===== config.mk =====
export PLATFORM = sky130hd
export DESIGN_NAME = agclf_loop_filter
export DESIGN_NICKNAME = d
export VERILOG_FILES = /design/src/rtl/agclf_pkg.sv /design/src/rtl/agclf_loop_filter.sv /design/src/rtl/agclf_sync.sv
export SDC_FILE = /design/constraint.sdc
export NUM_CORES = 1
export LEC_CHECK = 0
export BUFFER_PORTS_ARGS = -buffer_cell sky130_fd_sc_hd__buf_2
export CAP_MARGIN = 20
export CORE_UTILIZATION = 28
export DETAILED_ROUTE_END_ITERATION = 12
export RECOVER_POWER = 25
export SETUP_SLACK_MARGIN = 0.4
export SLEW_MARGIN = 25
export SYNTH_ARGS = -nofsm -noshare
export SYNTH_HDL_FRONTEND = slang
export SYNTH_SLANG_ARGS = --single-unit
export TNS_END_PERCENT = 100

===== constraint.sdc =====
create_clock -name REF_CLK_IN -period 12.2 [get_ports REF_CLK_IN]
set_input_delay 1.22 -clock REF_CLK_IN [delete_from_list [all_inputs] [get_ports REF_CLK_IN]]
set_output_delay 1.22 -clock REF_CLK_IN [all_outputs]
set_load 0.02 [all_outputs]

===== src/rtl/agclf_pkg.sv =====
// Function
// - upper gain limit: exponent 27-24, mantissa 23-16
// - loop gain mantissa code means code/16
// - loop gain exponent code 0 shifts 15
// - both loop gain sets in low 16 bits
// - select pin low set0, high set1
// - preserve bit 15 keeps accumulator on backend reset
// - mean mode adds scaled threshold minus magnitude
// - mode bit 16 one selects median mode
// - median error fixed by true error sign
// - median error scaled by selected loop gain
// - gain step follows error times loop gain
// - median step bounded near 1.5 dB
// - running accumulator drives data path gain
// - error equals threshold minus magnitude
// - accumulator clamped between lower, upper limits
// - upper limit 27-16, lower limit 11-0
// - gain value sampled by multiplier per sample
package agclf_pkg;
	localparam int ACC_W      = 31;
	localparam int SUM_W      = 34;
	localparam int ERR_W      = 14;
	localparam int THR_W      = 13;
	localparam int LIM_W      = 12;
	localparam int LG_W       = 8;
	localparam int PROD_W     = 19;
	// threshold field in the loop parameter word
	localparam int THR_LSB    = 16;
	localparam int THR_MSB    = 28;
	// two loop gain sets, mantissa low nibble
	localparam int LG0_LSB    = 0;
	localparam int LG1_LSB    = 8;
	localparam int LGM_MSB    = 3;
	localparam int LGE_LSB    = 4;
	localparam int LGE_MSB    = 7;
	// limit word fields
	localparam int LIM_HI_LSB = 16;
	localparam int LIM_LO_LSB = 0;
	// mode word bits
	localparam int MODE_KEEP  = 15;
	localparam int MODE_MED   = 16;
	// accumulator layout: exponent then mantissa
	localparam int ACC_E_MSB  = 30;
	localparam int ACC_E_LSB  = 27;
	localparam int ACC_M_MSB  = 26;
	localparam int ACC_M_LSB  = 15;
	localparam int LIM_PAD    = 19;
	// error lsb lands on accumulator bit 15 at unity
	localparam int PROD_ALIGN = 11;
	localparam logic [3:0] SHIFT_MAX = 4'hF;
	localparam logic signed [ERR_W-1:0] MED_POS = 14'sh0200;
	localparam logic signed [ERR_W-1:0] MED_NEG = 14'sh3E00;
	localparam logic [ACC_W-1:0] ACC_RST = 31'h00000000;
endpackage


===== src/rtl/agclf_loop_filter.sv =====
module agclf_loop_filter (
	input  wire logic        REF_CLK_IN,
	input  wire logic        SYS_RST_IN,
	input  wire logic        MAG_VALID_IN,
	input  wire logic [agclf_pkg::THR_W-1:0] MAG_IN,
	input  wire logic [31:0] LOOP_PARAM_WORD_IN,
	input  wire logic [31:0] GAIN_LIMIT_WORD_IN,
	input  wire logic [31:0] MODE_WORD_IN,
	input  wire logic        BACKEND_RESET_IN,
	input  wire logic        LOOP_GAIN_SELECT_IN,
	output logic [3:0]       GAIN_EXP_OUT,
	output logic [11:0]      GAIN_MANT_OUT
);
	import agclf_pkg::*;

	logic                      gain_sel;
	logic [LG_W-1:0]           lg;
	logic [3:0]                lg_mant;
	logic [3:0]                lg_exp;
	logic [3:0]                shift;
	logic [THR_W-1:0]          magnitude_threshold;
	logic signed [ERR_W-1:0]   true_err;
	logic signed [ERR_W-1:0]   err;
	logic signed [PROD_W-1:0]  prod;
	logic signed [SUM_W-1:0]   delta;
	logic signed [SUM_W-1:0]   sum;
	logic [ACC_W-1:0]          upper;
	logic [ACC_W-1:0]          lower;
	logic [ACC_W-1:0]          clamped;
	logic                      median;
	logic                      keep;
	logic [ACC_W-1:0]          acc_q;
	logic [ACC_W-1:0]          acc_d;

	agclf_sync u_sel_sync (
		.REF_CLK_IN (REF_CLK_IN),
		.SYS_RST_IN (SYS_RST_IN),
		.async_in   (LOOP_GAIN_SELECT_IN),
		.sync_out   (gain_sel)
	);

	always_comb begin
		median = MODE_WORD_IN[MODE_MED];
		keep   = MODE_WORD_IN[MODE_KEEP];
		// both sets live in the low half of the word
		lg = gain_sel ? LOOP_PARAM_WORD_IN[LG1_LSB +: LG_W]
		              : LOOP_PARAM_WORD_IN[LG0_LSB +: LG_W];
		lg_mant = lg[LGM_MSB:0];
		lg_exp  = lg[LGE_MSB:LGE_LSB];
		shift   = SHIFT_MAX - lg_exp;
		magnitude_threshold  = LOOP_PARAM_WORD_IN[THR_MSB:THR_LSB];
		true_err = ERR_W'(signed'({1'b0, magnitude_threshold}))
		         - ERR_W'(signed'({1'b0, MAG_IN}));
		// zero error counts as the upward direction
		if (median)
			err = true_err[ERR_W-1] ? MED_NEG : MED_POS;
		else
			err = true_err;
		// mantissa has four fraction bits, so code/16
		prod  = PROD_W'(err) * PROD_W'(signed'({1'b0, lg_mant}));
		delta = (SUM_W'(prod) <<< PROD_ALIGN) >>> shift;
		sum   = SUM_W'(signed'({1'b0, acc_q})) + delta;
		// limits are compared as aligned gain words
		upper = {GAIN_LIMIT_WORD_IN[LIM_HI_LSB +: LIM_W],
		         {LIM_PAD{1'b0}}};
		lower = {GAIN_LIMIT_WORD_IN[LIM_LO_LSB +: LIM_W],
		         {LIM_PAD{1'b0}}};
		if (sum > SUM_W'(signed'({1'b0, upper})))
			clamped = upper;
		else if (sum < SUM_W'(signed'({1'b0, lower})))
			clamped = lower;
		else
			clamped = sum[ACC_W-1:0];
		// a clearing reset (keep bit low) outranks a sample arriving in the same cycle
		if (BACKEND_RESET_IN && !keep)
			acc_d = ACC_RST;
		else if (MAG_VALID_IN)
			acc_d = clamped;
		else
			acc_d = acc_q;
	end

	always_ff @(posedge REF_CLK_IN) begin
		if (SYS_RST_IN)
			acc_q <= ACC_RST;
		else
			acc_q <= acc_d;
	end

	// gain stage samples these whenever its data advances
	assign GAIN_EXP_OUT  = acc_q[ACC_E_MSB:ACC_E_LSB];
	assign GAIN_MANT_OUT = acc_q[ACC_M_MSB:ACC_M_LSB];

	// mantissa below sixteen keeps a median step under this weight
	localparam logic signed [SUM_W-1:0] MED_STEP_LIM =
		SUM_W'(MED_POS) <<< (PROD_ALIGN + $bits(lg_mant));
endmodule


===== src/rtl/agclf_sync.sv =====
module agclf_sync (
	input  wire logic REF_CLK_IN,
	input  wire logic SYS_RST_IN,
	input  wire logic async_in,
	output logic      sync_out
);
	logic s1_q, s2_q, s3_q, out_q;
	logic s1_d, s2_d, s3_d, out_d;

	// change accepted only once stages two and three agree
	always_comb begin
		s1_d  = async_in;
		s2_d  = s1_q;
		s3_d  = s2_q;
		out_d = (s2_q == s3_q) ? s3_q : out_q;
	end

	always_ff @(posedge REF_CLK_IN) begin
		if (SYS_RST_IN) begin
			s1_q  <= 1'b0;
			s2_q  <= 1'b0;
			s3_q  <= 1'b0;
			out_q <= 1'b0;
		end else begin
			s1_q  <= s1_d;
			s2_q  <= s2_d;
			s3_q  <= s3_d;
			out_q <= out_d;
		end
	end

	assign sync_out = out_q;
endmodule


# Word level (Yosys, flattened, before mapping)
# Cells that the tools add are included.
# Widths: inputs -> output; s select.
[totals]
register_bits = 35
inputBits = 114
[classes]
shift = 1
n_eq_ne = 1
n_lt_le_gt_ge = 2
n_reduce_logical = 3
muxes = 5
multipliers = 1
addsub = 3
[ops]
columns = ["op", "n"]
rows = [
  ["$mux 31", 2],
  ["$add 32x34->34", 1],
  ["$gt 34x32->1", 1],
  ["$lt 34x32->1", 1],
  ["$sshr 30x4->34", 1],
  ["$mux 14", 2],
  ["$mul 14x5->19", 1],
  ["$sub 13x13->14", 1],
  ["$mux 8", 1],
  ["$sub 4x4->4 const A", 1],
  ["$reduce_or 2->1", 1],
  ["$eq 1x1->1", 1],
  ["$logic_and 1x1->1", 1],
  ["$logic_not 1->1", 1],
]

# Logic depth before layout (Yosys ltp)
[logic_depth]
ltp_word = 9
mapped_depth = 52
mapped_depth_nobuf = 50

# Cells and area by module
# From an unflattened synthesis, not the netlist that was laid out.
[hier_totals]
hier_cells = 1017
area_unflattened_um2 = 7741.2
[modules_own_cells]
columns = ["module", "instances", "area_per_inst_um2", "cells_per_inst", "seq_area_each_um2"]
rows = [
  ["agclf_loop_filter", 1, 7628.6, 1007, 620.6],
  ["agclf_sync", 1, 112.6, 10, 80.1],
]

# Least setup slack after synthesis
# OpenSTA, ideal clock, no wires.
[synth_path]
path_kind = "input-to-reg"
from = "input LOOP_PARAM_WORD_IN[16]"
to = "register acc_q[29]"
setup_slack_ns = 1.206
required_ns = 12.062
cell_stages = 50
path_buffers = 1
setup_ns = 0.138
arrival_time_ns = 10.856
cell_sequence = "inv_1 > ha_1 > fa_1 > nor2b_1 > o21ai_0 > a21boi_0 > o21ai_0 > a21boi_0 > o21ai_0 > a21oi_1 > nor4_1 > o41ai_1 > ha_1 > fa_1 > inv_1 > fa_1 > inv_1 > ha_1 > (+14 left out) > o221a_2 > or4_4 > nand2_1 > o21ai_0 > a31oi_1 > xnor2_1 > ha_1 > a21o_1 > a21o_1 > a21oi_1 > nand3_1 > nor4b_1 > o31ai_1 > o22ai_1 > a21oi_4 > buf_4 > mux2i_1 > o221ai_1"
[synth_via]
elab_chain_cells = 9
[synth_rtl]
columns = ["item", "line", "text"]
rows = [
  ["start: declaration", "agclf_loop_filter.sv:6", "input wire logic [31:0] LOOP_PARAM_WORD_IN,"],
  ["$sub 13x13->14 (*)", "agclf_loop_filter.sv:53", "- ERR_W'(signed'({1'b0, MAG_IN}));"],
  ["$mux 14", "agclf_loop_filter.sv:56", "err = true_err[ERR_W-1] ? MED_NEG : MED_POS;"],
  ["$mux 14 (*)", "agclf_loop_filter.sv:55", "if (median)"],
  ["$mul 14x5->19 (*)", "agclf_loop_filter.sv:60", "prod = PROD_W'(err) * PROD_W'(signed'({1'b0, lg_mant}));"],
  ["$sshr 30x4->34 (*)", "agclf_loop_filter.sv:61", "delta = (SUM_W'(prod) <<< PROD_ALIGN) >>> shift;"],
  ["$add 32x34->34 (*)", "agclf_loop_filter.sv:62", "sum = SUM_W'(signed'({1'b0, acc_q})) + delta;"],
  ["$lt 34x32->1", "agclf_loop_filter.sv:70", "else if (sum < SUM_W'(signed'({1'b0, lower})))"],
  ["$mux 31", "agclf_loop_filter.sv:70", ""],
  ["$mux 31 (*)", "agclf_loop_filter.sv:68", "if (sum > SUM_W'(signed'({1'b0, upper})))"],
  ["end signal: assignment", "agclf_loop_filter.sv:85", "acc_q <= ACC_RST;"],
  ["end signal: assignment", "agclf_loop_filter.sv:87", "acc_q <= acc_d;"],
  ["end: declaration", "agclf_loop_filter.sv:32", "logic [ACC_W-1:0] acc_q;"],
]
# Mark *: on every way between the ends. The rest lies on a longest branch, timed or not.
# A chain may end at the register's enable or synchronous reset.

# Worst setup path in the final report
[layout_path]
from = "input MAG_IN[0] (netlist name)"
to = "register acc_q[8]"
[layout_via]
elab_chain_cells = 9
[layout_rtl]
columns = ["item", "line", "text"]
rows = [
  ["start: declaration", "agclf_loop_filter.sv:5", "input wire logic [agclf_pkg::THR_W-1:0] MAG_IN,"],
  ["$sub 13x13->14 (*)", "agclf_loop_filter.sv:53", ""],
  ["$mux 14", "agclf_loop_filter.sv:56", ""],
  ["$mux 14 (*)", "agclf_loop_filter.sv:55", ""],
  ["$mul 14x5->19 (*)", "agclf_loop_filter.sv:60", ""],
  ["$sshr 30x4->34 (*)", "agclf_loop_filter.sv:61", ""],
  ["$add 32x34->34 (*)", "agclf_loop_filter.sv:62", ""],
  ["$lt 34x32->1", "agclf_loop_filter.sv:70", ""],
  ["$mux 31", "agclf_loop_filter.sv:70", ""],
  ["$mux 31 (*)", "agclf_loop_filter.sv:68", ""],
]
# Marks and branches as above.

==> run summary <==
Synth Net Count = 1322
CTS tree = done
Lkg Pwr = 4.674 nW
total clock buffers created by CTS = 5
port bufs = 88
Synth Instances = 1072
CTS Hold Bufs = 0
post-route cell area = 0.009814 mm²
Min-Delay Startpoint = u_sel_sync.s1_q
root buf cell = clkbuf_16
most frequent cells in the layout = 118 x inv_1, 97 x ha_1, 84 x nand2_1, 84 x nor2_1, 79 x buf_2
num rows = 61
vias in the first global route = 7346
hpwl dp = 18380 µm
top_reg_cell synth = dfxtp_1
Post-synth EDFFs = 0
Fin. Hold Viols = 0
Async SR Flop Fraction = 0
minimum clock period = 11400 ps
gr ovfl total = 0
Setup Viol. Count Final = 0
DRT Pass-1 Iters = 5
core region area = 0.02809 mm²
endpoint class of the critical path = flop
critical path type = in2reg
Hold Path Class = reg2reg
maximum fanout along the worst path = 7
Clock Skews = 10.56 ps
startpoint types = primary input
max incr delay on CP = 550 ps
maxcap violations = 0
post-synthesis sequential area ratio = 0.08657
first-pass GRT wire length = 35950 µm
Area Overhead vs Synth = 21.26%
Worst Tran Pin Value = 852.3 ps
RSZ-0062 raised after global routing = no
Pwr Total = 2.290 mW
status = finished, final reports clean
die area = 0.02959 mm²
Yosys reg bits = 35
worst setup path start = MAG_IN[0]
DRC viols = 0
maximum buffer depth of the clock tree = 2
CTS clk-pin slew, worst paths = 60 ps
r2r setup slk = 2180 ps
Placed Area = 0.009145 mm²
DR vias = 8076
DP Cell Count = 1537
Unique masters post-synth = 86
yosys warns = 0
worst r2r src = u_sel_sync.sync_out
Setup TNS Final = 0 ps
pwr dens = 233.3 mW/mm²
Layout Cells excl Fill = 1558
n_diodes = 0
most common cell after layout, fill and taps aside = inv_1
Mapped Avg Cell Area = 7.550 µm²
worst vdd ir = 0.1164 mV
largest net degree at the start of global routing = 34
initial core utilization = 0.2882
RD Place Congestion = 0.9393
required time worst endpoint = 12420 ps
share of cells above drive strength 1 = 0.2161
CP max stage cell = or4_4
initial DRC count = 336
Final Max Slew Viols = 0
post-route ant nets = 0
critical path arrival = 11620 ps
total wire length = 22670 µm
total track usage = 0.1481
FMAX = 0.08773 GHz
via/cell ratio = 5.184
Die Ht = 172.0 µm
initial antenna violation count = 0
clk_lat worst skew = 290 ps
IO Pins = 130
cell area after synthesis = 0.008094 mm²
# clock sinks = 35
crit share post-route = 0.9343
nets = 1430
width of the chip = 172.0 µm
Routed wire per std cell = 14.55 µm
CTS H-tree depth = 2
headroom to the max-slew limit = 0.4306
==> per-layer routing <==
metal	vias up	share of wire	GRT usage
li1	4096	-	-
met1	3778	0.49	0.2083
met2	180	0.46	0.2433
met3	22	0.044	0.01465
met4	0	0.012	0.03040
met5	-	0	0
==> area by class of cell <==
type	count	area (µm²)
Fill cell	3034	18270
Multi-Input combinational cell	864	7063
Timing Repair Buffer	154	983.4
Sequential cell	35	700.7
Tap cell	378	473.0
Inverter	120	450.4
Clock buffer	6	138.9
Clock inverter	1	5.005
==> synthesized netlist by cell type, types with 14 or more instances <==
cell	number	area share
xor2_1	20	0.022
o21a_1	16	0.015
fa_1	31	0.077
xnor2_1	20	0.022
buf_4	17	0.016
or3_1	15	0.012
nor3_1	33	0.020
a32o_1	19	0.023
nor2_1	85	0.039
nand2b_1	15	0.012
mux2i_1	43	0.053
and2_1	14	0.011
a21oi_1	63	0.039
nand2_1	86	0.040
a21o_1	28	0.026
nor2b_1	14	0.011
ha_1	105	0.16
clkbuf_1	25	0.012
inv_1	118	0.055
nand3_1	23	0.014
dfxtp_1	35	0.087
o21ai_0	53	0.033
==> critical path: cells and delay by family <==
kind	cells	cell delay [ps]
simple gates	12	2710
fa+ha+maj	8	2800
compound gates	20	3390
buf+inv	8	980
mux	1	280
xor+xnor	2	200
==> power breakdown <==
part	switching, mW	leakage, nW	internal [mW]	total [mW]
logic	1.13	4.32	0.872	2.00
registers	0.0174	0.284	0.135	0.152
clock network	0.0552	0.0727	0.0800	0.135
==> state kept, by name, summed over array words and instances, names as in the netlist <==
name                 flops
u_sel_sync.s3_q          1
u_sel_sync.s1_q          1
u_sel_sync.s2_q          1
u_sel_sync.sync_out      1
acc_q                   31
==> what timing repair did <==
action	4_1_cts	5_1_grt
setup endpoints to repair	31	31
pin swaps	2	39
gates cloned	0	1
setup buffers	0	13
gates resized for setup	8	84
==> metrics by stage <==
step,setup slack (ps),hold WS [ps],util
after floorplan,1206,413.8,-
after global placement,62.90,434.4,0.3253
after detailed placement,-8.273,434.5,0.3256
after CTS,417.0,454.7,0.3318
after global routing,275.8,461.0,0.3494
final,801.5,451.2,0.3494
==> cells by family (layout without fill, tap and decap cells) <==
group           count (synthesis)  count (layout)  share of synthesized area
fa+ha+maj                     136             136                     0.2390
flops                          35              35                    0.08657
mux                            49              49                    0.06152
buf+inv                       173             281                    0.09337
xor+xnor                       41              41                    0.04669
compound gates                298             298                     0.2650
simple gates                  340             340                     0.2079
==> path summary, 6_finish.rpt <==
kind	end	cells after the start
worst max register to register	acc_q[8]	41
worst min-delay path	u_sel_sync.s2_q	1
worst max-delay path	acc_q[8]	51
worst min register to register	u_sel_sync.s2_q	1
(Power assumes the default switching activity.)
